===== src/emibc_pkg.sv =====
package emibc_pkg;
    // register map
    localparam logic [7:0]  CFG_ADDR     = 8'h85;
    localparam logic [7:0]  PAGE_ADDR    = 8'haa;
    localparam logic [7:0]  CFG_RESET    = 8'h03;
    localparam logic [7:0]  PAGE_RESET   = 8'h00;
    // bits 7 and 5 are unused
    localparam logic [7:0]  CFG_WR_MASK  = 8'h5f;
    localparam int          CFG_USB_BIT  = 6;
    localparam int          CFG_MUX_BIT  = 4;
    localparam int          CFG_MODE_LSB = 2;
    localparam int          CFG_ALE_LSB  = 0;
    // usb fifo window and on-chip xram size
    localparam logic [15:0] USB_LO       = 16'h0400;
    localparam logic [15:0] USB_HI       = 16'h07ff;
    localparam logic [16:0] XRAM_SIZE    = 17'h01000;
    // ale phase width is field value plus this, in system clocks
    localparam logic [2:0]  ALE_BASE_CYC = 3'h1;

    typedef enum logic [1:0] {
        MODE_INT   = 2'h0,
        MODE_SPLIT = 2'h1,
        MODE_BANK  = 2'h2,
        MODE_EXT   = 2'h3
    } emibc_mode_t;

    typedef struct packed {
        logic        usbMap;
        logic        nonMux;
        emibc_mode_t memMode;
        logic [1:0]  aleWidth;
    } emibc_cfg_t;

    typedef struct packed {
        logic        write;
        logic        byteMode;
        logic [15:0] addr;
        logic [7:0]  wdata;
    } emibc_req_t;

    typedef struct packed {
        logic        ext;
        logic        usb;
        logic        driveHigh;
        logic [15:0] addr;
    } emibc_route_t;

    typedef struct packed {
        logic [7:0] adOut;
        logic       adOeN;
        logic [7:0] addrLoOut;
        logic       addrLoOeN;
        logic [7:0] addrHiOut;
        logic       addrHiOeN;
        logic [7:0] dataOut;
        logic       dataOeN;
        logic       ale;
        logic       rdN;
        logic       wrN;
    } emibc_pins_t;

    function automatic logic emibc_in_usb(input logic [15:0] a, input logic en);
        emibc_in_usb = en && (a >= USB_LO) && (a <= USB_HI);
    endfunction : emibc_in_usb
endpackage : emibc_pkg


===== src/emibc_bus_ctrl.sv =====
`timescale 1ns/10ps
module emibc_bus_ctrl
    import emibc_pkg::*;
(
    // clock and reset
    input  wire logic       ref_clk,
    input  wire logic       nrst,
    // special function register port
    input  wire logic [7:0] sfrAddr,
    input  wire logic       sfrWrEn,
    input  wire logic       sfrRdEn,
    input  wire logic [7:0] sfrWrData,
    output logic [7:0]      sfrRdData_r,
    // cpu move request and answer
    input  wire logic       reqValid,
    input  emibc_req_t      reqIn,
    output logic            reqReady_r,
    output logic            respValid_r,
    output logic [7:0]      respData_r,
    // on-chip xram and usb fifo access
    output logic            localReq_r,
    output logic            localUsb_r,
    output logic            localWrite_r,
    output logic [15:0]     localAddr_r,
    output logic [7:0]      localWrData_r,
    input  wire logic [7:0] localRdData,
    // external memory pins
    input  wire logic [7:0] adIn,
    input  wire logic [7:0] dataIn,
    output emibc_pins_t     pins_r
);
    typedef enum logic [2:0] {
        ST_IDLE   = 3'b000,
        ST_ALE_HI = 3'b001,
        ST_ALE_LO = 3'b011,
        ST_SETUP  = 3'b010,
        ST_STROBE = 3'b110,
        ST_HOLD   = 3'b111,
        ST_DONE   = 3'b101,
        ST_LOCAL  = 3'b100
    } emibc_state_t;

    emibc_cfg_t   cfg;
    logic [7:0]   page;
    emibc_route_t routeIn;
    emibc_state_t state_r;
    emibc_state_t state_nxt;
    emibc_req_t   req_r;
    emibc_route_t route_r;
    emibc_req_t   curReq;
    emibc_route_t curRoute;
    logic         mux_r;
    logic [2:0]   aleCnt_r;
    logic [2:0]   aleLen;
    emibc_pins_t  pins_nxt;
    logic         accept;

    emibc_sfr_regs u_regs (
        .ref_clk     (ref_clk),
        .nrst        (nrst),
        .sfrAddr     (sfrAddr),
        .sfrWrEn     (sfrWrEn),
        .sfrRdEn     (sfrRdEn),
        .sfrWrData   (sfrWrData),
        .sfrRdData_r (sfrRdData_r),
        .cfg         (cfg),
        .page_r      (page)
    );

    emibc_addr_route u_route (
        .cfg   (cfg),
        .page  (page),
        .req   (reqIn),
        .route (routeIn)
    );

    assign accept = reqValid && state_r == ST_IDLE;
    assign aleLen = ALE_BASE_CYC + {1'b0, cfg.aleWidth};

    // next state
    always_comb begin
        state_nxt = state_r;
        case (state_r)
            ST_IDLE: begin
                if (reqValid) begin
                    if (!routeIn.ext) begin
                        state_nxt = ST_LOCAL;
                    end else if (!cfg.nonMux) begin
                        state_nxt = ST_ALE_HI;
                    end else begin
                        state_nxt = ST_SETUP;
                    end
                end
            end
            ST_ALE_HI: begin
                if (aleCnt_r == ALE_BASE_CYC) begin
                    state_nxt = ST_ALE_LO;
                end
            end
            ST_ALE_LO: begin
                if (aleCnt_r == ALE_BASE_CYC) begin
                    state_nxt = ST_SETUP;
                end
            end
            ST_SETUP:  state_nxt = ST_STROBE;
            ST_STROBE: state_nxt = ST_HOLD;
            ST_HOLD:   state_nxt = ST_DONE;
            ST_LOCAL:  state_nxt = ST_DONE;
            ST_DONE:   state_nxt = ST_IDLE;
            default:   state_nxt = ST_IDLE;
        endcase
    end

    always_ff @(posedge ref_clk) begin
        if (!nrst) begin
            state_r <= ST_IDLE;
        end else begin
            state_r <= state_nxt;
        end
    end

    // request and mode are frozen for the whole access, so a config write mid-access can change only the width of the ale low phase
    always_ff @(posedge ref_clk) begin
        if (!nrst) begin
            req_r   <= '0;
            route_r <= '0;
            mux_r   <= 1'b0;
        end else if (accept) begin
            req_r   <= reqIn;
            route_r <= routeIn;
            mux_r   <= !cfg.nonMux;
        end
    end

    // latch enable phase counter, width sampled at the start of each phase
    always_ff @(posedge ref_clk) begin
        if (!nrst) begin
            aleCnt_r <= ALE_BASE_CYC;
        end else if (state_nxt != state_r) begin
            aleCnt_r <= aleLen;
        end else if (aleCnt_r != ALE_BASE_CYC) begin
            aleCnt_r <= aleCnt_r - ALE_BASE_CYC;
        end
    end

    assign curReq   = (state_r == ST_IDLE) ? reqIn : req_r;
    assign curRoute = (state_r == ST_IDLE) ? routeIn : route_r;

    // pin values for the coming cycle; registered so the pins never glitch
    always_comb begin
        pins_nxt           = '0;
        pins_nxt.adOeN     = 1'b1;
        pins_nxt.addrLoOeN = 1'b1;
        pins_nxt.addrHiOeN = 1'b1;
        pins_nxt.dataOeN   = 1'b1;
        pins_nxt.rdN       = 1'b1;
        pins_nxt.wrN       = 1'b1;
        case (state_nxt)
            ST_ALE_HI, ST_ALE_LO, ST_SETUP, ST_STROBE, ST_HOLD: begin
                pins_nxt.addrHiOut = curRoute.addr[15:8];
                pins_nxt.addrHiOeN = !curRoute.driveHigh;
                if (state_nxt == ST_ALE_HI || state_nxt == ST_ALE_LO) begin
                    pins_nxt.adOut = curRoute.addr[7:0];
                    pins_nxt.adOeN = 1'b0;
                    pins_nxt.ale   = (state_nxt == ST_ALE_HI);
                end else if ((state_r == ST_IDLE) ? !cfg.nonMux : mux_r) begin
                    pins_nxt.adOut = curReq.wdata;
                    pins_nxt.adOeN = !curReq.write;
                end else begin
                    pins_nxt.addrLoOut = curRoute.addr[7:0];
                    pins_nxt.addrLoOeN = 1'b0;
                    pins_nxt.dataOut   = curReq.wdata;
                    pins_nxt.dataOeN   = !curReq.write;
                end
                if (state_nxt == ST_STROBE) begin
                    pins_nxt.rdN = curReq.write;
                    pins_nxt.wrN = !curReq.write;
                end
            end
            default: begin
                pins_nxt.adOeN = 1'b1;
            end
        endcase
    end

    always_ff @(posedge ref_clk) begin
        if (!nrst) begin
            pins_r <= '{adOut: 8'h00, adOeN: 1'b1, addrLoOut: 8'h00, addrLoOeN: 1'b1, addrHiOut: 8'h00,
                        addrHiOeN: 1'b1, dataOut: 8'h00, dataOeN: 1'b1, ale: 1'b0, rdN: 1'b1, wrN: 1'b1};
        end else begin
            pins_r <= pins_nxt;
        end
    end

    // on-chip or usb fifo access is a one-cycle request, data sampled a cycle later
    always_ff @(posedge ref_clk) begin
        if (!nrst) begin
            localReq_r    <= 1'b0;
            localUsb_r    <= 1'b0;
            localWrite_r  <= 1'b0;
            localAddr_r   <= 16'h0000;
            localWrData_r <= 8'h00;
        end else begin
            localReq_r <= accept && !routeIn.ext;
            if (accept && !routeIn.ext) begin
                localUsb_r    <= routeIn.usb;
                localWrite_r  <= reqIn.write;
                localAddr_r   <= routeIn.addr;
                localWrData_r <= reqIn.wdata;
            end
        end
    end

    // answer path
    always_ff @(posedge ref_clk) begin
        if (!nrst) begin
            respValid_r <= 1'b0;
            respData_r  <= 8'h00;
            reqReady_r  <= 1'b0;
        end else begin
            respValid_r <= state_nxt == ST_DONE;
            reqReady_r  <= state_nxt == ST_IDLE;
            if (state_r == ST_STROBE && !req_r.write) begin
                respData_r <= mux_r ? adIn : dataIn;
            end else if (state_r == ST_LOCAL && !req_r.write) begin
                respData_r <= localRdData;
            end
        end
    end

    // assertion helpers
    logic [2:0] aleHighCnt;
    logic [2:0] aleWant;

    always_ff @(posedge ref_clk) begin
        if (!nrst) begin
            aleHighCnt <= 3'h0;
            aleWant    <= 3'h0;
        end else begin
            aleHighCnt <= pins_r.ale ? aleHighCnt + ALE_BASE_CYC : 3'h0;
            if (accept) begin
                aleWant <= aleLen;
            end
        end
    end
endmodule : emibc_bus_ctrl


===== src/emibc_sfr_regs.sv =====
`timescale 1ns/10ps
module emibc_sfr_regs
    import emibc_pkg::*;
(
    // clock and reset
    input  wire logic       ref_clk,
    input  wire logic       nrst,
    // special function register port
    input  wire logic [7:0] sfrAddr,
    input  wire logic       sfrWrEn,
    input  wire logic       sfrRdEn,
    input  wire logic [7:0] sfrWrData,
    output logic [7:0]      sfrRdData_r,
    // decoded configuration
    output emibc_cfg_t      cfg,
    output logic [7:0]      page_r
);
    logic [7:0] cfgRaw_r;

    always_ff @(posedge ref_clk) begin
        if (!nrst) begin
            cfgRaw_r <= CFG_RESET;
        end else if (sfrWrEn && sfrAddr == CFG_ADDR) begin
            cfgRaw_r <= sfrWrData & CFG_WR_MASK;
        end
    end

    always_ff @(posedge ref_clk) begin
        if (!nrst) begin
            page_r <= PAGE_RESET;
        end else if (sfrWrEn && sfrAddr == PAGE_ADDR) begin
            page_r <= sfrWrData;
        end
    end

    // unmapped addresses read as zero
    always_ff @(posedge ref_clk) begin
        if (!nrst) begin
            sfrRdData_r <= 8'h00;
        end else if (sfrRdEn) begin
            sfrRdData_r <= (sfrAddr == CFG_ADDR) ? cfgRaw_r : (sfrAddr == PAGE_ADDR) ? page_r : 8'h00;
        end
    end

    assign cfg.usbMap   = cfgRaw_r[CFG_USB_BIT];
    assign cfg.nonMux   = cfgRaw_r[CFG_MUX_BIT];
    assign cfg.memMode  = emibc_mode_t'(cfgRaw_r[CFG_MODE_LSB +: 2]);
    assign cfg.aleWidth = cfgRaw_r[CFG_ALE_LSB +: 2];
endmodule : emibc_sfr_regs


===== src/emibc_addr_route.sv =====
`timescale 1ns/10ps
module emibc_addr_route
    import emibc_pkg::*;
(
    // configuration
    input  emibc_cfg_t   cfg,
    input  wire logic [7:0] page,
    // request
    input  emibc_req_t   req,
    // decision
    output emibc_route_t route
);
    logic [15:0] eff;
    logic        usbHit;
    logic        extHit;
    logic        noHigh;

    always_comb begin
        eff    = req.byteMode ? {page, req.addr[7:0]} : req.addr;
        // software keeps the usb clock at twice the system clock; no check here
        usbHit = emibc_in_usb(eff, cfg.usbMap);
        case (cfg.memMode)
            MODE_INT:   extHit = 1'b0;
            MODE_SPLIT: extHit = {1'b0, eff} >= XRAM_SIZE;
            MODE_BANK:  extHit = {1'b0, eff} >= XRAM_SIZE;
            MODE_EXT:   extHit = 1'b1;
            default:    extHit = 1'b0;
        endcase
        // 8-bit moves leave the upper pins to the port latches except with bank select
        noHigh = req.byteMode && (cfg.memMode == MODE_SPLIT || cfg.memMode == MODE_EXT);
        route.usb       = usbHit;
        route.ext       = extHit && !usbHit;
        route.driveHigh = extHit && !usbHit && !noHigh;
        route.addr      = eff;
    end
endmodule : emibc_addr_route


===== config.mk =====
export PLATFORM = sky130hd
export DESIGN_NAME = emibc_bus_ctrl
export DESIGN_NICKNAME = d
export VERILOG_FILES = /design/src/emibc_pkg.sv /design/src/emibc_bus_ctrl.sv /design/src/emibc_sfr_regs.sv /design/src/emibc_addr_route.sv
export SDC_FILE = /design/constraint.sdc
export NUM_CORES = 1
export LEC_CHECK = 0
export BUFFER_PORTS_ARGS = -buffer_cell sky130_fd_sc_hd__buf_2
export CORE_UTILIZATION = 40
export DETAILED_ROUTE_END_ITERATION = 10
export PLACE_DENSITY_LB_ADDON = 0.2
export SYNTH_ARGS = -nofsm -noshare
export SYNTH_HDL_FRONTEND = slang
export SYNTH_SLANG_ARGS = --single-unit

===== constraint.sdc =====
create_clock -name ref_clk -period 2.17 [get_ports ref_clk]
set_clock_uncertainty 0.05 [all_clocks]
set_input_delay 0.217 -clock ref_clk [delete_from_list [all_inputs] [get_ports ref_clk]]
set_output_delay 0.217 -clock ref_clk [all_outputs]
set_load 0.01 [all_outputs]

==> results by group <==
Setup path
  • Crit path launch: u_regs.page_r[3]
  • R2R setup slack: -130 ps
  • Worst path max stage delay: 570 ps
  • Crit path DAT: about 2600 ps
  • R2r startpoint: u_regs.page_r[3]
  • CP required: about 2500 ps
  • R2R depth: 7
  • Slowest-stage cell, CP: or4b_4
  • Worst-path maximum fanout: 3
  • Worst setup SP type: flip-flop
  • R2r endpoint: aleCnt_r[0]
  • Setup crit end: aleCnt_r[0]
  • Crit path kind: reg2reg
  • Type of destination of the critical path: flip-flop
  • Crit-path cells: and4b_1 -> or4b_4 -> a211o_1 -> buf_4 -> a211oi_4 -> nor3_2 -> a31oi_1

GRT
  • Global-route wire length before repair: around 22 mm
  • GR Util met1: 0.2696
  • Pin count of the biggest net entering global routing: 48
  • Initial antenna violation count: 0
  • Met3 usage: 0.05449
  • GR met2 Demand/Resource: 0.3574
  • Top Usage Layer GRT: met2
  • Vias in the first global route: 4576
  • Grt ovf: 0
  • GRT Overall Usage: 0.2179

Floorplan
  • Die Area: approximately 0.014 mm^2
  • # IOs: 155
  • Die X: 116.3 um
  • Starting Density: 0.4122
  • Core area: 0.01267 mm^2
  • Die Height: between 100 and 150 um
  • Number of core rows: 41

CTS
  • Clock transition at the registers of the reported paths: roughly 60 ps
  • Clock tree from TritonCTS: built
  • CTS max path bufs: 2
  • Sinks on Clock Net: approximately 130
  • Root Driver: clkbuf_16
  • H-Tree Depth: 4
  • TritonCTS Buffers: 17
  • Clk_lat worst skew: roughly 420 ps

Placement
  • Detail Placement HPWL: about 10 mm
  • Placed cells: between 900 and 1000
  • Placed cell areas: approximately 0.0065 mm^2
  • IO Port Bufs: 154
  • Gpl congestion: between 0.8 and 0.9
  • Pre-CTS WS: -158.8 ps

Worst hold path
  • Hold Path Class: in2reg

Logic synthesis
  • Sequential element share of the synthesized area: 0.5022
  • Synth Area per Inst: ~8.5 um^2
  • Synthesized area: 0.005223 mm^2
  • Number of flops mapped to enable cells by yosys: 0
  • Mapped Cells: approximately 610
  • Synth area leaders: dfxtp_1, nand2_1, a21oi_1
  • Synthesized net count: between 600 and 700
  • Number of synthesized register bits: roughly 130
  • Synth warnings: 0
  • Top-area cell type share of the netlist area: 0.5022
  • Synth area leader: dfxtp_1
  • Synth unique cells: 49
  • Async S/R FF share, synth: 0
  • Most common flop cell mapped by yosys: dfxtp_1

STA
  • Final setup viols: 36
  • Max-slew headroom: 0.6504
  • Endpoints failing hold: 0
  • Min Tclk post-route: 2302 ps
  • Final period util: 1.061
  • Worst slew pin tran: about 520 ps
  • Unrepaired setup endpoints after global routing: true
  • FMAX: 0.4344 GHz
  • Post-route setup slack: -132.2 ps
  • Max-slew violation count: 0
  • Hold WS: approximately 16 ps

Power
  • PD cells: around 1300 mW/mm^2
  • Total Power: between 0.009 and 0.01 W
  • Leak: about 3.2 nW
  • Max IR drop VDD: 0.6489 mV

Final layout
  • Synthesis-to-finish area growth: 41.54%
  • Ant. Diodes: 0
  • Share of cells above drive strength 1: 0.3619
  • Post-Layout Cell Count: 990
  • Nets: a little under 900
  • Design Area, Final: approximately 0.0074 mm^2

Run status
  • Failing checks: negative setup slack
  • Status: finished with violations

Detailed routing
  • Initial DRC Count: between 200 and 300
  • Drt drc: 0
  • First drt pass iteration count: 5
  • Post-route ant nets: 0
  • WL final: approximately 14 mm
  • Vias/cell: 5.036
  • Average wire per standard cell: about 15 um
  • Vias after detailed routing: ~5000

Job
  • Maxcap violations: 0
metal layers:
layer  up-vias  part of all wire
li1       2492                 -
met3        14             0.048
met2       138              0.50
met4         0             0.013
met5         -                 0
met1      2342              0.44
area by class of cell:
type / count / area (um^2)
Clock inverter: 4 / 47.55
Clock buffer: 26 / 509.2
Multi-Input combinational cell: 435 / 2641
Sequential cell: 131 / 2626
Inverter: 7 / 26.28
Fill cell: 1138 / 5279
Timing Repair Buffer: 215 / 1326
Tap cell: 172 / 215.2
cells in the mapped netlist (all sizes together), types with 2 or more instances:
cell type  instances
a22oi              5
ha                 5
buf               12
mux2i             25
inv                7
dfxtp            131
or2                2
a21o               2
nor3               5
nand3             20
nand2b             7
a211oi            32
nand2            163
a21oi             76
nand4              3
o211ai            11
nor2              43
a211o              2
clkbuf            27
or3                2
o21ai             11
worst max-delay path, delay by kind of cell, from the launching register on:
kind	cells	cell delay, ps
AOI/OAI and AO/OA	3	830
buffers and inverters	1	160
and+or+nand+nor	3	860
DFF	1	320
flip-flops by register name, indices dropped and copies added, names as in the netlist:
signal / count
pins_r: 39
req_r: 17
localAddr_r: 16
route_r: 9
localWrData_r: 8
respData_r: 8
u_regs.page_r: 8
u_regs.sfrRdData_r: 8
u_regs.cfgRaw_r: 6
aleCnt_r: 3
state_r: 3
localReq_r: 1
localUsb_r: 1
localWrite_r: 1
mux_r: 1
reqReady_r: 1
respValid_r: 1
layout by cell type (no fill, tap or decap), types with 12 or more instances in the layout:
cell type and instances:
nand2_1 163, buf_2 154, dfxtp_1 128, a21oi_1 58, buf_4 42, nor2_1 41, mux2i_1 25, a211oi_1 23
clkbuf_16 18, a21oi_2 16, nand3_1 12
power by group:
group / internal, W / switching, W / total, W
Clock: 0.00171 / 0.000978 / 0.00269
Combinational: 0.00150 / 0.00219 / 0.00369
Sequential: 0.00292 / 0.000286 / 0.00321
cell families (layout without fill, tap and decap cells):
| kind of cell | count (synthesis) | after routing | share of synthesized area |
|---|---|---|---|
| simple gates | 255 | 255 | 0.2087 |
| compound gates | 148 | 148 | 0.1900 |
| flops | 131 | 131 | 0.5022 |
| buf+inv | 46 | 252 | 0.03546 |
| mux | 26 | 26 | 0.05007 |
| fa+ha+maj | 5 | 5 | 0.01198 |
| xor+xnor | 1 | 1 | 0.001677 |
repair_timing:
item / in CTS / in global routing
hold buffers: 11 / 0
pin swaps: 4 / 5
gates resized for setup: 31 / 25
gates cloned: 3 / 0
setup buffers: 3 / 1
endpoints found under the setup margin: 58 / 70
endpoints found under the hold margin: 15 / 0
stage by stage:
step           setup TNS (ps)    util
3_3_place_gp            -2434  0.5100
4_1_cts                 -3247  0.5736
3_5_place_dp            -3120  0.5100
2_1_floorplan          -788.0       -
6_report                -3033  0.5834
5_1_grt                 -7046  0.5834
how the worst min path moves through the flow:
stage | startpoint | to | slack, ps | cells after the start
2_1_floorplan | sfrWrData[0] | u_regs.cfgRaw_r[0] | 290 | 2
3_3_place_gp | localAddr_r[3] | localAddr_r[3] | 390 | 2
3_5_place_dp | localAddr_r[6] | localAddr_r[6] | 400 | 2
4_1_cts | reqIn[7] | pins_r[11] | 0.1 | 3
5_1_grt | reqIn[7] | req_r[7] | 4 | 3
6_report | reqIn[8] | req_r[8] | 20 | 3
Note: power is estimated with default switching activity, not from simulation.
